--- src/shift_link_consts.vh ---
// Constants for the serial shift link with pulse burst generator.
`ifndef SHIFT_LINK_CONSTS_VH
`define SHIFT_LINK_CONSTS_VH

// ----------------------------------------------------------------------------
// Widths and counts
// ----------------------------------------------------------------------------
`define STAGES_DEF 4
`define PATTERN_BITS_DEF 16
`define FIFO_DEPTH_DEF 8
`define CLK_NS 50
// Half period of the generated clock, in ns, and its cycle count (rounded down).
`define HALF_PERIOD_NS 500
`define HALF_PERIOD_CYC ((`HALF_PERIOD_NS) / (`CLK_NS))
// Least low time on the data line that starts an internal-clock receive.
`define START_LOW_NS 2000
`define START_LOW_CYC (((`START_LOW_NS) + (`CLK_NS) - 1) / (`CLK_NS))

// ----------------------------------------------------------------------------
// Modes and reset values
// ----------------------------------------------------------------------------
`define MODE_S2P_EXT 2'h0
`define MODE_S2P_INT 2'h1
`define MODE_P2S 2'h2
`define MODE_BIDIR 2'h3
`define PATTERN_RST 16'h0000

`endif

--- src/shift_link.v ---
// Serial shift link: shift register, pulse burst generator, pattern source.
// Notes on behaviour
// - Start rising edge opens burst window until programmed pulse count is reached.
// - Window counter counts the generator's own output pulses.
// - Generator toggles after a programmed delay on both edges; delay sets period.
// - Generator only toggles while window is high; stops when window falls.
// - Pulse timing restarts at every new transaction.
// - Each shift clock rising edge moves every stage into the next; four stages.
// - Every stage is visible as a parallel output bit.
// - One active-low clear wipes all stages together.
// - Per-stage selector picks load value over predecessor; an edge commits it.
// - Load enable also acts as stage clock, committing the load.
// - External-clock receive shifts on the partner's clock input.
// - Internal-clock receive starts when data is held low for a set time.
// - Internal-clock receive emits exactly as many pulses as there are stages.
// - Parallel-to-serial selects load or shift per stage; data and clock out.
// - Bidirectional mode: this device always transmits first.
// - Transmit-enable flop gates transmit clock and drives pin output enables.
// - Counter on transmit clock detects done; edge detector clears transmit enable.
// - Transmit clock made internally by a resetting counter; feeds pattern and pin.
// - Received bits shift in on the partner's clock, not the internal one.
// - Outgoing bits come from a host-writable pattern source.
// - Received contents are readable by the host.
`timescale 1ns/1ps
`include "shift_link_consts.vh"
module shift_link #(
   parameter STAGES = `STAGES_DEF,
   parameter PATTERN_BITS = `PATTERN_BITS_DEF,
   parameter HALF_CYC = `HALF_PERIOD_CYC,
   parameter START_CYC = `START_LOW_CYC
) (
   input wire CLK_IN,
   input wire RST_IN,
   input wire [1:0] MODE_IN,
   input wire START_IN,
   input wire STAGE_CLEAR_N_IN,
   input wire LOAD_EN_IN,
   input wire [STAGES-1:0] LOAD_DATA_IN,
   input wire [4:0] BURST_COUNT_IN,
   input wire [PATTERN_BITS-1:0] PATTERN_IN,
   input wire PATTERN_WE_IN,
   input wire LINK_CLK_IN,
   input wire DATA_IN,
   output wire DATA_OUT,
   output wire DATA_OE_N_OUT,
   output wire LINK_CLK_OUT,
   output wire LINK_CLK_OE_N_OUT,
   output wire BURST_WINDOW_OUT,
   output wire [STAGES-1:0] PARALLEL_OUT,
   output wire [STAGES-1:0] RX_WORD_OUT,
   output wire RX_VALID_OUT,
   input wire RX_READY_IN,
   output wire RX_OVERRUN_OUT,
   output wire BUSY_OUT
);
   // -------------------------------------------------------------------------
   // Input synchronisers
   // -------------------------------------------------------------------------
   reg [3:0] sync1_q;
   reg [3:0] sync2_q;
   reg lclk_prev_q;
   reg start_prev_q;
   wire lclk_s = sync2_q[0];
   wire data_s = sync2_q[1];
   wire start_s = sync2_q[2];
   wire clr_n_s = sync2_q[3];
   wire lclk_rise = lclk_s && !lclk_prev_q;

   always @(posedge CLK_IN) begin
      if (RST_IN) begin
         // Reset values match the idle pin levels, so no false edge follows reset.
         sync1_q <= 4'ha;
         sync2_q <= 4'ha;
         lclk_prev_q <= 1'b0;
         start_prev_q <= 1'b0;
      end else begin
         sync1_q <= {STAGE_CLEAR_N_IN, START_IN, DATA_IN, LINK_CLK_IN};
         sync2_q <= sync1_q;
         lclk_prev_q <= lclk_s;
         start_prev_q <= start_s;
      end
   end

   // -------------------------------------------------------------------------
   // Receive trigger: data held low for the set time
   // -------------------------------------------------------------------------
   reg [7:0] low_cnt_q;
   reg low_seen_q;
   wire low_trig = (low_cnt_q == START_CYC[7:0] - 8'h01) && !data_s;

   always @(posedge CLK_IN) begin
      if (RST_IN) begin
         low_cnt_q <= 8'h00;
         low_seen_q <= 1'b0;
      end else if (data_s || MODE_IN != `MODE_S2P_INT) begin
         low_cnt_q <= 8'h00;
         low_seen_q <= 1'b0;
      end else if (!low_seen_q) begin
         low_cnt_q <= low_cnt_q + 8'h01;
         if (low_trig) begin
            low_seen_q <= 1'b1;
         end
      end
   end

   // -------------------------------------------------------------------------
   // Burst generator: window one-shot plus period delay cell
   // -------------------------------------------------------------------------
   reg window_q;
   reg gen_clk_q;
   reg [7:0] period_delay_cell_q;
   reg [4:0] burst_window_counter_q;
   reg [4:0] target_q;
   wire start_rise = start_s && !start_prev_q;
   wire burst_go = start_rise || low_trig;
   wire half_done = (period_delay_cell_q == HALF_CYC[7:0] - 8'h01);
   wire gen_rise = window_q && half_done && !gen_clk_q;
   wire [4:0] burst_n = (MODE_IN == `MODE_S2P_INT) ? STAGES[4:0] : BURST_COUNT_IN;

   always @(posedge CLK_IN) begin
      if (RST_IN) begin
         window_q <= 1'b0;
         gen_clk_q <= 1'b0;
         period_delay_cell_q <= 8'h00;
         burst_window_counter_q <= 5'h00;
         target_q <= 5'h00;
      end else if (burst_go && !window_q && burst_n != 5'h00) begin
         window_q <= 1'b1;
         target_q <= burst_n;
         gen_clk_q <= 1'b0;
         period_delay_cell_q <= 8'h00;
         burst_window_counter_q <= 5'h00;
      end else if (window_q) begin
         if (half_done) begin
            period_delay_cell_q <= 8'h00;
            gen_clk_q <= !gen_clk_q;
         end else begin
            period_delay_cell_q <= period_delay_cell_q + 8'h01;
         end
         // The window falls at the falling edge so the last pulse is whole.
         if (half_done && gen_clk_q && burst_window_counter_q == target_q) begin
            window_q <= 1'b0;
         end
         if (gen_rise) begin
            burst_window_counter_q <= burst_window_counter_q + 5'h01;
         end
      end else begin
         gen_clk_q <= 1'b0;
         period_delay_cell_q <= 8'h00;
      end
   end

   // -------------------------------------------------------------------------
   // Shift register with per-stage load selector
   // -------------------------------------------------------------------------
   reg [STAGES-1:0] stage_q;
   reg load_prev_q;
   reg serial_out_q;
   wire load_commit = LOAD_EN_IN && !load_prev_q;
   wire ext_clk_mode = (MODE_IN == `MODE_S2P_EXT) || (MODE_IN == `MODE_BIDIR);
   wire shift_edge = ext_clk_mode ? lclk_rise : gen_rise;
   wire serial_in = (MODE_IN == `MODE_P2S) ? 1'b0 : data_s;
   wire [STAGES-1:0] stage_d;

   genvar gi;
   generate
      for (gi = 0; gi < STAGES; gi = gi + 1) begin : g_stage
         if (gi == 0) begin : g_first
            assign stage_d[gi] = LOAD_EN_IN ? LOAD_DATA_IN[gi] : serial_in;
         end else begin : g_rest
            assign stage_d[gi] = LOAD_EN_IN ? LOAD_DATA_IN[gi] : stage_q[gi-1];
         end
      end
   endgenerate

   always @(posedge CLK_IN) begin
      if (RST_IN || !clr_n_s) begin
         stage_q <= {STAGES{1'b0}};
         load_prev_q <= 1'b0;
         serial_out_q <= 1'b0;
      end else begin
         load_prev_q <= LOAD_EN_IN;
         if (load_commit || (shift_edge && !LOAD_EN_IN)) begin
            stage_q <= stage_d;
            serial_out_q <= stage_q[STAGES-1];
         end
      end
   end

   assign PARALLEL_OUT = stage_q;

   // -------------------------------------------------------------------------
   // Received words to the host through the FIFO
   // -------------------------------------------------------------------------
   reg [2:0] bit_cnt_q;
   reg word_push_q;
   reg [STAGES-1:0] word_q;
   reg overrun_q;
   wire fifo_ready;

   always @(posedge CLK_IN) begin
      if (RST_IN || !clr_n_s) begin
         bit_cnt_q <= 3'h0;
         word_push_q <= 1'b0;
         word_q <= {STAGES{1'b0}};
         overrun_q <= 1'b0;
      end else begin
         word_push_q <= 1'b0;
         if (shift_edge && !LOAD_EN_IN && MODE_IN != `MODE_P2S) begin
            if (bit_cnt_q == STAGES[2:0] - 3'h1) begin
               bit_cnt_q <= 3'h0;
               word_push_q <= 1'b1;
               word_q <= stage_d;
            end else begin
               bit_cnt_q <= bit_cnt_q + 3'h1;
            end
         end
         // Back-pressure: a full FIFO drops the word and the overrun flag holds.
         if (word_push_q && !fifo_ready) begin
            overrun_q <= 1'b1;
         end
      end
   end

   assign RX_OVERRUN_OUT = overrun_q;

   word_fifo #(
      .WIDTH(STAGES),
      .DEPTH(`FIFO_DEPTH_DEF),
      .AW(3)
   ) u_rx_fifo (
      .clk_in(CLK_IN),
      .rst_in(RST_IN),
      .wr_data_in(word_q),
      .wr_valid_in(word_push_q),
      .wr_ready_out(fifo_ready),
      .rd_data_out(RX_WORD_OUT),
      .rd_valid_out(RX_VALID_OUT),
      .rd_ready_in(RX_READY_IN)
   );

   // -------------------------------------------------------------------------
   // Transmit path: pattern source and transmit-enable flop
   // -------------------------------------------------------------------------
   reg [PATTERN_BITS-1:0] pattern_source_q;
   reg [PATTERN_BITS-1:0] tx_shift_q;
   reg tx_en_q;
   reg window_prev_q;
   reg tx_bit_q;
   wire bidir = (MODE_IN == `MODE_BIDIR);
   wire window_fall = window_prev_q && !window_q;

   always @(posedge CLK_IN) begin
      if (RST_IN) begin
         pattern_source_q <= `PATTERN_RST;
         tx_shift_q <= `PATTERN_RST;
         tx_en_q <= 1'b0;
         window_prev_q <= 1'b0;
         tx_bit_q <= 1'b0;
      end else begin
         window_prev_q <= window_q;
         if (PATTERN_WE_IN) begin
            pattern_source_q <= PATTERN_IN;
         end
         if (bidir && burst_go && !window_q && burst_n != 5'h00) begin
            tx_en_q <= 1'b1;
            tx_shift_q <= pattern_source_q;
            tx_bit_q <= pattern_source_q[PATTERN_BITS-1];
         end else if (window_fall) begin
            tx_en_q <= 1'b0;
         end else if (tx_en_q && half_done && gen_clk_q) begin
            // Data changes on the falling edge so the partner samples on rising.
            tx_shift_q <= {tx_shift_q[PATTERN_BITS-2:0], 1'b0};
            tx_bit_q <= tx_shift_q[PATTERN_BITS-2];
         end
      end
   end

   // -------------------------------------------------------------------------
   // Pins
   // -------------------------------------------------------------------------
   wire p2s = (MODE_IN == `MODE_P2S);
   wire drive_clk = (tx_en_q && bidir) || (p2s && window_q);

   assign DATA_OUT = bidir ? tx_bit_q : serial_out_q;
   assign DATA_OE_N_OUT = !((tx_en_q && bidir) || p2s);
   assign LINK_CLK_OUT = drive_clk & gen_clk_q;
   assign LINK_CLK_OE_N_OUT = !drive_clk;
   assign BURST_WINDOW_OUT = window_q;
   assign BUSY_OUT = window_q || tx_en_q;
endmodule // shift_link

--- src/word_fifo.v ---
// Small synchronous FIFO with valid/ready on both sides.
`timescale 1ns/1ps
module word_fifo #(
   parameter WIDTH = 4,
   parameter DEPTH = 8,
   parameter AW = 3
) (
   input wire clk_in,
   input wire rst_in,
   input wire [WIDTH-1:0] wr_data_in,
   input wire wr_valid_in,
   output wire wr_ready_out,
   output wire [WIDTH-1:0] rd_data_out,
   output wire rd_valid_out,
   input wire rd_ready_in
);
   reg [WIDTH-1:0] mem [0:DEPTH-1];
   reg [AW-1:0] wp_q;
   reg [AW-1:0] rp_q;
   reg [AW:0] cnt_q;
   wire do_wr;
   wire do_rd;

   assign wr_ready_out = (cnt_q != DEPTH[AW:0]);
   assign rd_valid_out = (cnt_q != {(AW+1){1'b0}});
   assign rd_data_out = mem[rp_q];
   assign do_wr = wr_valid_in && wr_ready_out;
   assign do_rd = rd_valid_out && rd_ready_in;

   always @(posedge clk_in) begin
      if (do_wr) begin
         mem[wp_q] <= wr_data_in;
      end
   end

   always @(posedge clk_in) begin
      if (rst_in) begin
         wp_q <= {AW{1'b0}};
         rp_q <= {AW{1'b0}};
         cnt_q <= {(AW+1){1'b0}};
      end else begin
         if (do_wr) begin
            wp_q <= (wp_q == DEPTH[AW-1:0] - 1'b1) ? {AW{1'b0}} : wp_q + 1'b1;
         end
         if (do_rd) begin
            rp_q <= (rp_q == DEPTH[AW-1:0] - 1'b1) ? {AW{1'b0}} : rp_q + 1'b1;
         end
         if (do_wr && !do_rd) begin
            cnt_q <= cnt_q + 1'b1;
         end else if (do_rd && !do_wr) begin
            cnt_q <= cnt_q - 1'b1;
         end
      end
   end
endmodule // word_fifo
--- config.mk ---
export PLATFORM = sky130hd
export DESIGN_NAME = shift_link
export DESIGN_NICKNAME = d
export VERILOG_FILES = /design/src/shift_link.v /design/src/word_fifo.v
export VERILOG_INCLUDE_DIRS = /design/src
export SDC_FILE = /design/constraint.sdc
export NUM_CORES = 1
export LEC_CHECK = 0
export BUFFER_PORTS_ARGS = -buffer_cell sky130_fd_sc_hd__buf_2
export CORE_ASPECT_RATIO = 1.1
export CORE_MARGIN = 4
export CORE_UTILIZATION = 45
export DETAILED_ROUTE_END_ITERATION = 8
export GPL_TIMING_DRIVEN = 0
export SLEW_MARGIN = 20
export SYNTH_ARGS = -nofsm -noshare
export SYNTH_HDL_FRONTEND = slang
export SYNTH_SLANG_ARGS = --single-unit
--- constraint.sdc ---
create_clock -name CLK_IN -period 3.5 [get_ports CLK_IN]
set_input_delay 0.7 -clock CLK_IN [delete_from_list [all_inputs] [get_ports CLK_IN]]
set_output_delay 0.7 -clock CLK_IN [all_outputs]
set_load 0.02 [all_outputs]
==> results of run 1 <==
## sequential cells by signal, indices dropped and copies added, names as in the netlist, 3 cells and up, named ones only
signal	cells
sync2_q	4
target_q	5
low_cnt_q	8
u_rx_fifo.cnt_q	4
u_rx_fifo.rp_q	3
period_delay_cell_q	8
bit_cnt_q	3
word_q	4
sync1_q	4
tx_shift_q	15
pattern_source_q	16
u_rx_fifo.wp_q	3
burst_window_counter_q	5
u_rx_fifo.mem	32
PARALLEL_OUT	4
## worst reg2reg max path, cell delays in order, from the launching register on
cell and delay (ns):
dfxtp_1 0.37, nor3_1 0.30, a21bo_2 0.17, clkbuf_1 0.29
inv_1 0.17, ha_1 0.23, inv_1 0.13, ha_1 0.25
a21o_1 0.17, a21oi_1 0.18, mux2i_1 0.21, mux2_2 0.34
## cell families (layout without fill, tap and decap cells)
family | Yosys count | after routing | synth area share, %
XOR/XNOR | 23 | 23 | 3.48
AO/OA/AOI/OAI | 86 | 86 | 10.8
AND/OR/NAND/NOR | 199 | 199 | 18.7
adder cells (fa/ha/maj) | 16 | 16 | 3.59
buffers and inverters | 36 | 118 | 2.81
multiplexers | 41 | 41 | 9.00
flip-flops | 133 | 133 | 51.6
## metal layers
| layer | share of wire (%) | vias up | GRT usage [%] | routed length, µm |
|---|---|---|---|---|
| li1 | - | 2099 | - | - |
| met1 | 46 | 2088 | 22.7 | 5650 |
| met2 | 49 | 71 | 29.2 | 6010 |
| met3 | 3.2 | 21 | 4.63 | 398 |
| met4 | 1.7 | 0 | 6.48 | 208 |
| met5 | 0 | - | 0 | 0 |
## layout make-up
cell class	instances	share of cell area [%]
buffer	28	1.94
clock buffer	24	7.24
clock inverter	8	1.79
inverter	8	0.439
multi-input combinational	365	38.5
sequential	133	43.6
tap	157	2.87
timing repair buffer	50	3.65
## worst paths after layout
check,cells past startpoint,slack [ns],start,endpoint
worst max-delay path,4,0.51,flop,RX_WORD_OUT[3]
worst min-delay path,1,0.41,sync1_q[1],sync2_q[1]
worst max register to register,11,0.58,u_rx_fifo.cnt_q[0],u_rx_fifo.cnt_q[3]
worst min register to register,1,0.41,sync1_q[1],sync2_q[1]
## layout by cell type, fill, tap and decap left out, types with 3 or more instances in the layout
cell type and count:
dfxtp_1 101, buf_2 51, nor2_1 47, nor3_1 35
edfxtp_1 32, nand3_1 27, clkbuf_1 25, mux2i_1 25
a21oi_1 24, nand2_1 19, o21ai_1 17, clkbuf_16 17
nor2b_1 15, ha_1 15, o21ai_0 13, xnor2_1 12
xor2_1 11, a311oi_2 9, inv_1 8, mux4_2 8
mux2_2 8, nand4b_1 8, or3_1 6, a311oi_1 6
nand2b_1 5, nor4_1 5, or2_2 5, a211oi_1 5
and2_1 5, clkbuf_8 4, or4_1 3, nand3b_1 3
buf_6 3, and3_1 3, bufinv_16 3, clkinv_2 3
## power by group
group / switching (mW) / leakage, nW / total (mW) / internal, mW
registers: 0.0171 / 1.12 / 1.61 / 1.59
clock network: 0.628 / 0.308 / 1.83 / 1.20
logic: 0.0945 / 1.12 / 0.159 / 0.0643
## metrics by stage
stage	total power [mW]	instances
after floorplan	1.74	534
after global placement	1.80	741
after detailed placement	1.80	741
after CTS	3.64	773
after global routing	3.73	773
final	3.60	773
==> out/metrics.yaml, run 1 <==
status: "finished clean"
yosysMostFrequentCell: "dfxtp_1"
drive_gt1_share_pct: 20.6
n_antenna_cell: 0
grt_usage_pct: 17.8
grt_pass1_wl_um: 20700
antenna_found_initial: 0
ctsRootBufferMaster: "clkbuf_16"
max_slew_margin_pct: 36.5
h-tree-depth: 4
synth.ff_latch_count: 133
dr.pass1.iters: 4
tightestPinTransition_ns: 0.944
path_cells: "clkbuf_1 > mux4_2 > mux2_2 > buf_2"
cp.arrival_ns: 2.29
final_util_pct: 54.4
synth_area_leaders: "dfxtp_1 35%, edfxtp_1 17%, mux2i_1 4.3%"
dpl_cell_area_um2: 6230
die_area_um2: 14700
core_um2: 12600
die_x_um: 116
cts-resized-gates: 0
path_max_fanout: 8
cts_buffers: 17
post-route-period-util_pct: 85.4
syn_area_um2: 5780
ios: 52
dp.final_hpwl_um: 8790
rsz0062_at_grt: "false"
postRouteAntennaNets: 0
syn2layout_area_growth_pct: 18.4
cap_violations: 0
overflow: 0
crit_family: "multiplexers"
fin_skew_ns: 0.00796
num_rows: 43
setup_slack_ns: 0.512
synth.distinct_cells: 57
async_flop_share_pct: 0
fin_setup_tns_ns: 0
p_per_area_nw_per_um2: 526
place.gp.congestion: 0.808
dp_slack_ns: 0.578
nets: 655
max_stage_delay_ns: 0.61
drc_errors: 0
clk_pin_slew_ns: 0.05
regArea_um2: 2980
crit_type: "reg -> out"
startpoint_type: "flop"
vias_per_cell: 5.54
first_iter_violations: 235
syn_nets: 586
max_freq_mhz: 335
worst_setup_path_end_kind: "primary output"
routed_wl_um: 12300
ys_warn_count: 0
hold_violations: 0
grt_max_degree: 17
synth_top_area_share_pct: 35.0
finalHoldWorstSlack_ns: 0.409
fin_crit_ns: 2.99
multiInputGateArea_um2: 2640
clockBufferDepth: 2
portBuffers: 50
required_ns: 2.80
final_area_um2: 6850
synth-edff-count: 32
setup_viol: 0
ir_worst_vdd_uv: 258
netlist_instances: 534
clk_latency_ns: 0.41
crit_slowest_cell: "mux4_2"
cts_setup_buffers: 0
synth_area_per_cell_um2: 10.8
holdCritPathClass: "reg -> reg"
drv_slew: 0
fill_cells: 1137
start_util_pct: 45.9
avgRoutedWirePerCell_um: 15.9
synth_top_area_cell: "dfxtp_1"
die_h_um: 127
synthFlopType: "dfxtp_1"
cts_tree: "built"
p_leak_nw: 2.54
seq_area_frac_synth_pct: 51.6
clock-sinks: 133
num_vias: 4279
hold_buffers: 0
cp_num_buf_inv: 2
grt_pass1_vias: 4229
synth_commonest_cells: "101 x dfxtp_1, 47 x nor2_1, 35 x nor3_1"
Note: power is estimated with default switching activity, not from simulation.
==> run 2, diff against run 1 <==
Settings changed: CORE_UTILIZATION 45 to 59, PLACE_DENSITY set to 0.79.
==> out/metrics.yaml, run 2 (synthesis gave the netlist of run 1 again) <==
status: "finished clean"  # unchanged
drc_errors: 0  # unchanged
top_regs: "u_rx_fifo.mem: 32 flops, pattern_source_q: 16 flops, tx_shift_q: 15 flops"  # unchanged
overflow: 0  # unchanged
dp.final_hpwl_um: 8380  # was 8790 µm
finalHoldWorstSlack_ns: 0.381  # was 0.409 ns
totalPowerFinal_mw: 3.78  # was 3.60 mW
fin_setup_tns_ns: 0  # unchanged
cts_tree: "built"  # unchanged
p_leak_nw: 2.56  # was 2.54 nW
core_um2: 9440  # was 12600 µm²
setup_viol: 0  # unchanged
antenna_found_initial: 0  # unchanged
grt_max_degree: 17  # unchanged
ios: 52  # unchanged
fin_cells: 733  # was 773
nets: 655  # unchanged
dpl_cell_area_um2: 6180  # was 6230 µm²
avgRoutedWirePerCell_um: 16.8  # was 15.9 µm
routed_wl_um: 12300  # about the same
clockBufferDepth: 2  # unchanged
final_area_um2: 6850  # about the same
cts-resized-gates: 0  # unchanged
required_ns: 2.80  # about the same
startpoint_type: "flop"  # unchanged
portBuffers: 50  # unchanged
tightestPinTransition_ns: 1.00  # was 0.944 ns
ir_worst_vdd_uv: 405  # was 258 µV
rsz0062_at_grt: "false"  # unchanged
clk_latency_ns: 0.51  # was 0.41 ns
path_max_fanout: 8  # unchanged
max_slew_margin_pct: 32.5  # was 36.5%
hold_violations: 0  # unchanged
dr.pass1.iters: 5  # was 4
final_util_pct: 72.5  # was 54.4%
fill_cells: 663  # was 1137
place.gp.congestion: 0.804  # was 0.808
holdCritPathClass: "in -> reg"  # was reg -> reg
max_stage_delay_ns: 0.59  # was 0.61 ns
max_freq_mhz: 328  # was 335 MHz
clock-sinks: 133  # unchanged
path_cells: "clkbuf_1 > mux4_2 > mux2_2 > buf_2"  # unchanged
cap_violations: 0  # unchanged
cts_buffers: 17  # unchanged
syn2layout_area_growth_pct: 18.5  # was 18.4%
hold_buffers: 0  # unchanged
layout_commonest_cell: "dfxtp_1"  # unchanged
vias_per_cell: 5.83  # was 5.54
regMostFlops: "u_rx_fifo.mem"  # unchanged
clk_pin_slew_ns: 0.06  # was 0.05 ns
num_vias: 4270  # was 4279
setup_slack_ns: 0.451  # was 0.512 ns
fin_skew_ns: 0.00607  # was 0.00796 ns
h-tree-depth: 4  # unchanged
dp_slack_ns: 0.604  # was 0.578 ns
num_rows: 37  # was 43
die_area_um2: 11500  # was 14700 µm²
cts_setup_buffers: 0  # unchanged
post-route-period-util_pct: 87.1  # was 85.4%
placed_cells: 701  # was 741
ctsRootBufferMaster: "clkbuf_8"  # was clkbuf_16
grt_pass1_vias: 4333  # was 4229
drive_gt1_share_pct: 20.5  # was 20.6%
p_per_area_nw_per_um2: 552  # was 526 nW/µm²
cp.arrival_ns: 2.35  # was 2.29 ns
mostFrequentLayoutCells: "101 x dfxtp_1, 51 x buf_2, 47 x nor2_1"  # unchanged
largest_register_ffs: 32  # unchanged
fin_crit_ns: 3.05  # was 2.99 ns
n_antenna_cell: 0  # unchanged
drv_slew: 0  # unchanged
die_x_um: 102  # was 116 µm
first_iter_violations: 212  # was 235
crit_type: "reg -> out"  # unchanged
postRouteAntennaNets: 0  # unchanged
worst_setup_path_end_kind: "primary output"  # unchanged
crit_slowest_cell: "mux4_2"  # unchanged
start_util_pct: 61.2  # was 45.9%
grt_usage_pct: 23.1  # was 17.8%
grt_pass1_wl_um: 20800  # was 20700 µm
die_h_um: 112  # was 127 µm
==> run 2: changes by cell type in the layout (fill, tap and decap cells not counted), sizes merged <==
cell    delta
inv        +1
clkbuf     -7
bufinv     +4
clkinv     +2
==> run 2: layer usage <==
layer	vias up	wire length [µm]	global-route usage, %
li1	2098	-	-
met1	2045	5340	29.1
met2	107	6210	37.6
met3	20	502	6.20
met4	0	240	8.75
met5	-	0	0
==> run 2: critical path, delay by kind of cell, from the launching register on <==
family	cells	cell delay [ns]
buffers and inverters	2	0.67
flip-flops	1	0.31
multiplexers	2	0.86
==> run 2: where the power goes <==
| group | total (mW) | internal, mW | leakage [nW] | switching (mW) |
|---|---|---|---|---|
| logic | 0.161 | 0.0643 | 1.12 | 0.0964 |
| clock network | 2.01 | 1.37 | 0.329 | 0.643 |
| registers | 1.61 | 1.59 | 1.12 | 0.0178 |
==> run 2: final timing paths <==
kind	startpoint	endpoint	slack, ns	cells past startpoint
setup / recovery	flop	RX_WORD_OUT[0]	0.45	4
hold / removal	DATA_IN	sync1_q[1]	0.38	2
setup reg to reg	u_rx_fifo.cnt_q[0]	u_rx_fifo.cnt_q[3]	0.56	11
hold reg to reg	sync1_q[1]	sync2_q[1]	0.41	1
==> run 2: cell type report <==
class	count	area, µm²	share of cell area [%]
clock buffers	17	414	6.04
multi-input cells	365	2640	38.5
clock inverters	15	258	3.76
inverters	8	30.0	0.438
flip-flops and latches	133	2980	43.5
plain buffers	28	133	1.94
well taps	117	146	2.14
repair buffers	50	250	3.65
==> run 3, diff against run 2 <==
Settings changed: CORE_UTILIZATION 59 to 61, CTS_BUF_LIST set to sky130_fd_sc_hd__clkbuf_8, PLACE_DENSITY 0.79 to 0.81, SETUP_SLACK_MARGIN set to 0.3.
==> out/metrics.yaml, run 3 (synthesis gave the netlist of run 1 again) <==
rsz0062_at_grt: "false"  # unchanged
cp.arrival_ns: 2.26  # was 2.35 ns
crit_type: "reg -> out"  # unchanged
cts-resized-gates: 0  # unchanged
clockBufferDepth: 2  # unchanged
holdCritPathClass: "reg -> reg"  # was in -> reg
max_slew_margin_pct: 36.6  # was 32.5%
r2r_slack_ns: 0.59  # was 0.56 ns
final_util_pct: 71.2  # was 72.5%
largest_register_ffs: 32  # unchanged
grt_pass1_vias: 4255  # was 4333
overflow: 0  # unchanged
dpl_cell_area_um2: 6180  # unchanged
core_um2: 9310  # was 9440 µm²
p_per_area_nw_per_um2: 480  # was 552 nW/µm²
max_freq_mhz: 337  # was 328 MHz
syn2layout_area_growth_pct: 14.6  # was 18.5%
portBuffers: 50  # unchanged
antenna_found_initial: 0  # unchanged
cts_tree: "built"  # unchanged
worstSetupPathDepth: 4  # unchanged
cp_num_buf_inv: 2  # unchanged
max_stage_delay_ns: 0.59  # about the same
ff2ff_path_depth: 11  # unchanged
dr.pass1.iters: 5  # unchanged
final_area_um2: 6630  # was 6850 µm²
status: "finished clean"  # unchanged
ctsRootBufferMaster: "clkbuf_8"  # unchanged
grt_pass1_wl_um: 19800  # was 20800 µm
setup_viol: 0  # unchanged
path_cells: "clkbuf_1 > mux4_2 > mux2_2 > buf_2"  # unchanged
routed_wl_um: 11700  # was 12300 µm
num_rows: 37  # unchanged
ios: 52  # unchanged
clk_latency_ns: 0.44  # was 0.51 ns
first_iter_violations: 273  # was 212
clock-sinks: 133  # unchanged
die_h_um: 110  # was 112 µm
cap_violations: 0  # unchanged
hold_violations: 0  # unchanged
die_x_um: 101  # was 102 µm
timing.rr.end: "u_rx_fifo.cnt_q[3]"  # unchanged
place.gp.congestion: 0.875  # was 0.804
mostFrequentLayoutCells: "101 x dfxtp_1, 51 x buf_2, 47 x nor2_1"  # unchanged
cts_buffers: 17  # unchanged
fin_skew_ns: 0.00809  # was 0.00607 ns
n_antenna_cell: 0  # unchanged
top_regs: "u_rx_fifo.mem: 32 flops, pattern_source_q: 16 flops, tx_shift_q: 15 flops"  # unchanged
crit_family: "multiplexers"  # unchanged
fill_cells: 672  # was 663
worst_setup_path_end_kind: "primary output"  # unchanged
critical_path.endpoint: "RX_WORD_OUT[2]"  # was RX_WORD_OUT[0]
die_area_um2: 11100  # was 11500 µm²
hold_buffers: 0  # unchanged
drv_slew: 0  # unchanged
postRouteAntennaNets: 0  # unchanged
grt_usage_pct: 23.0  # was 23.1%
cts_setup_buffers: 0  # unchanged
clk_pin_slew_ns: 0.07  # was 0.06 ns
p_leak_nw: 2.45  # was 2.56 nW
r2r_start: "u_rx_fifo.cnt_q[0]"  # unchanged
setup_slack_ns: 0.537  # was 0.451 ns
path_max_fanout: 8  # unchanged
h-tree-depth: 4  # unchanged
ir_worst_vdd_uv: 262  # was 405 µV
crit_slowest_cell: "mux4_2"  # unchanged
drc_errors: 0  # unchanged
grt_max_degree: 17  # unchanged
vias_per_cell: 5.71  # was 5.83
avgRoutedWirePerCell_um: 15.9  # was 16.8 µm
required_ns: 2.80  # about the same
dp.final_hpwl_um: 8470  # was 8380 µm
start_util_pct: 62.1  # was 61.2%
finalHoldWorstSlack_ns: 0.421  # was 0.381 ns
nets: 655  # unchanged
post-route-period-util_pct: 84.7  # was 87.1%
tightestPinTransition_ns: 0.942  # was 1.00 ns
layout_commonest_cell: "dfxtp_1"  # unchanged
regMostFlops: "u_rx_fifo.mem"  # unchanged
num_vias: 4184  # was 4270
fin_setup_tns_ns: 0  # unchanged
dp_slack_ns: 0.624  # was 0.604 ns
startpoint_type: "flop"  # unchanged
drive_gt1_share_pct: 20.9  # was 20.5%
fin_crit_ns: 2.96  # was 3.05 ns
run 3: worst min-delay path by stage:
stage / startpoint / to / slack, ns / cells past startpoint
after detailed placement: sync1_q[3] / sync2_q[3] / 0.40 / 1
after CTS: sync1_q[3] / sync2_q[3] / 0.42 / 1
after global routing: sync1_q[3] / sync2_q[3] / 0.43 / 1
after floorplan: sync1_q[1] / sync2_q[1] / 0.39 / 1
final: sync1_q[3] / sync2_q[3] / 0.42 / 1
after global placement: sync1_q[1] / sync2_q[1] / 0.40 / 1
run 3: area by class of cell:
type,count,area [µm²],area share (%)
Sequential cell,133,2980,45.0
Multi-Input combinational cell,365,2640,39.8
Timing Repair Buffer,50,250,3.78
Clock buffer,18,248,3.74
Clock inverter,14,199,3.00
Tap cell,117,146,2.21
Buffer,28,133,2.00
Inverter,8,30.0,0.453
run 3: worst register-to-register path: stages, from the launching register on:
cell and delay [ns]:
dfxtp_1 0.37, nor3_1 0.29, a21bo_2 0.17, clkbuf_1 0.28, inv_1 0.17, ha_1 0.23, inv_1 0.13, ha_1 0.24
a21o_1 0.18, a21oi_1 0.18, mux2i_1 0.22, mux2_2 0.34
run 3: layer usage:
layer,vias up,part of all wire (%),wire length [µm],track usage [%]
li1,2103,-,-,-
met1,1956,42,4920,27.9
met2,109,52,6020,39.7
met3,16,4.8,555,6.04
met4,0,1.4,165,7.89
met5,-,0,0,0
run 3: through the flow:
| step | power (mW) | std cells |
|---|---|---|
| finish | 3.18 | 733 |
| detailed placement | 1.80 | 701 |
| global placement | 1.80 | 701 |
| CTS | 3.21 | 733 |
| global route | 3.30 | 733 |
| floorplan | 1.74 | 534 |
run 3: power by group:
group	internal [mW]	switching, mW
sequential	1.59	0.0170
clock	0.803	0.610
combinational	0.0643	0.0957
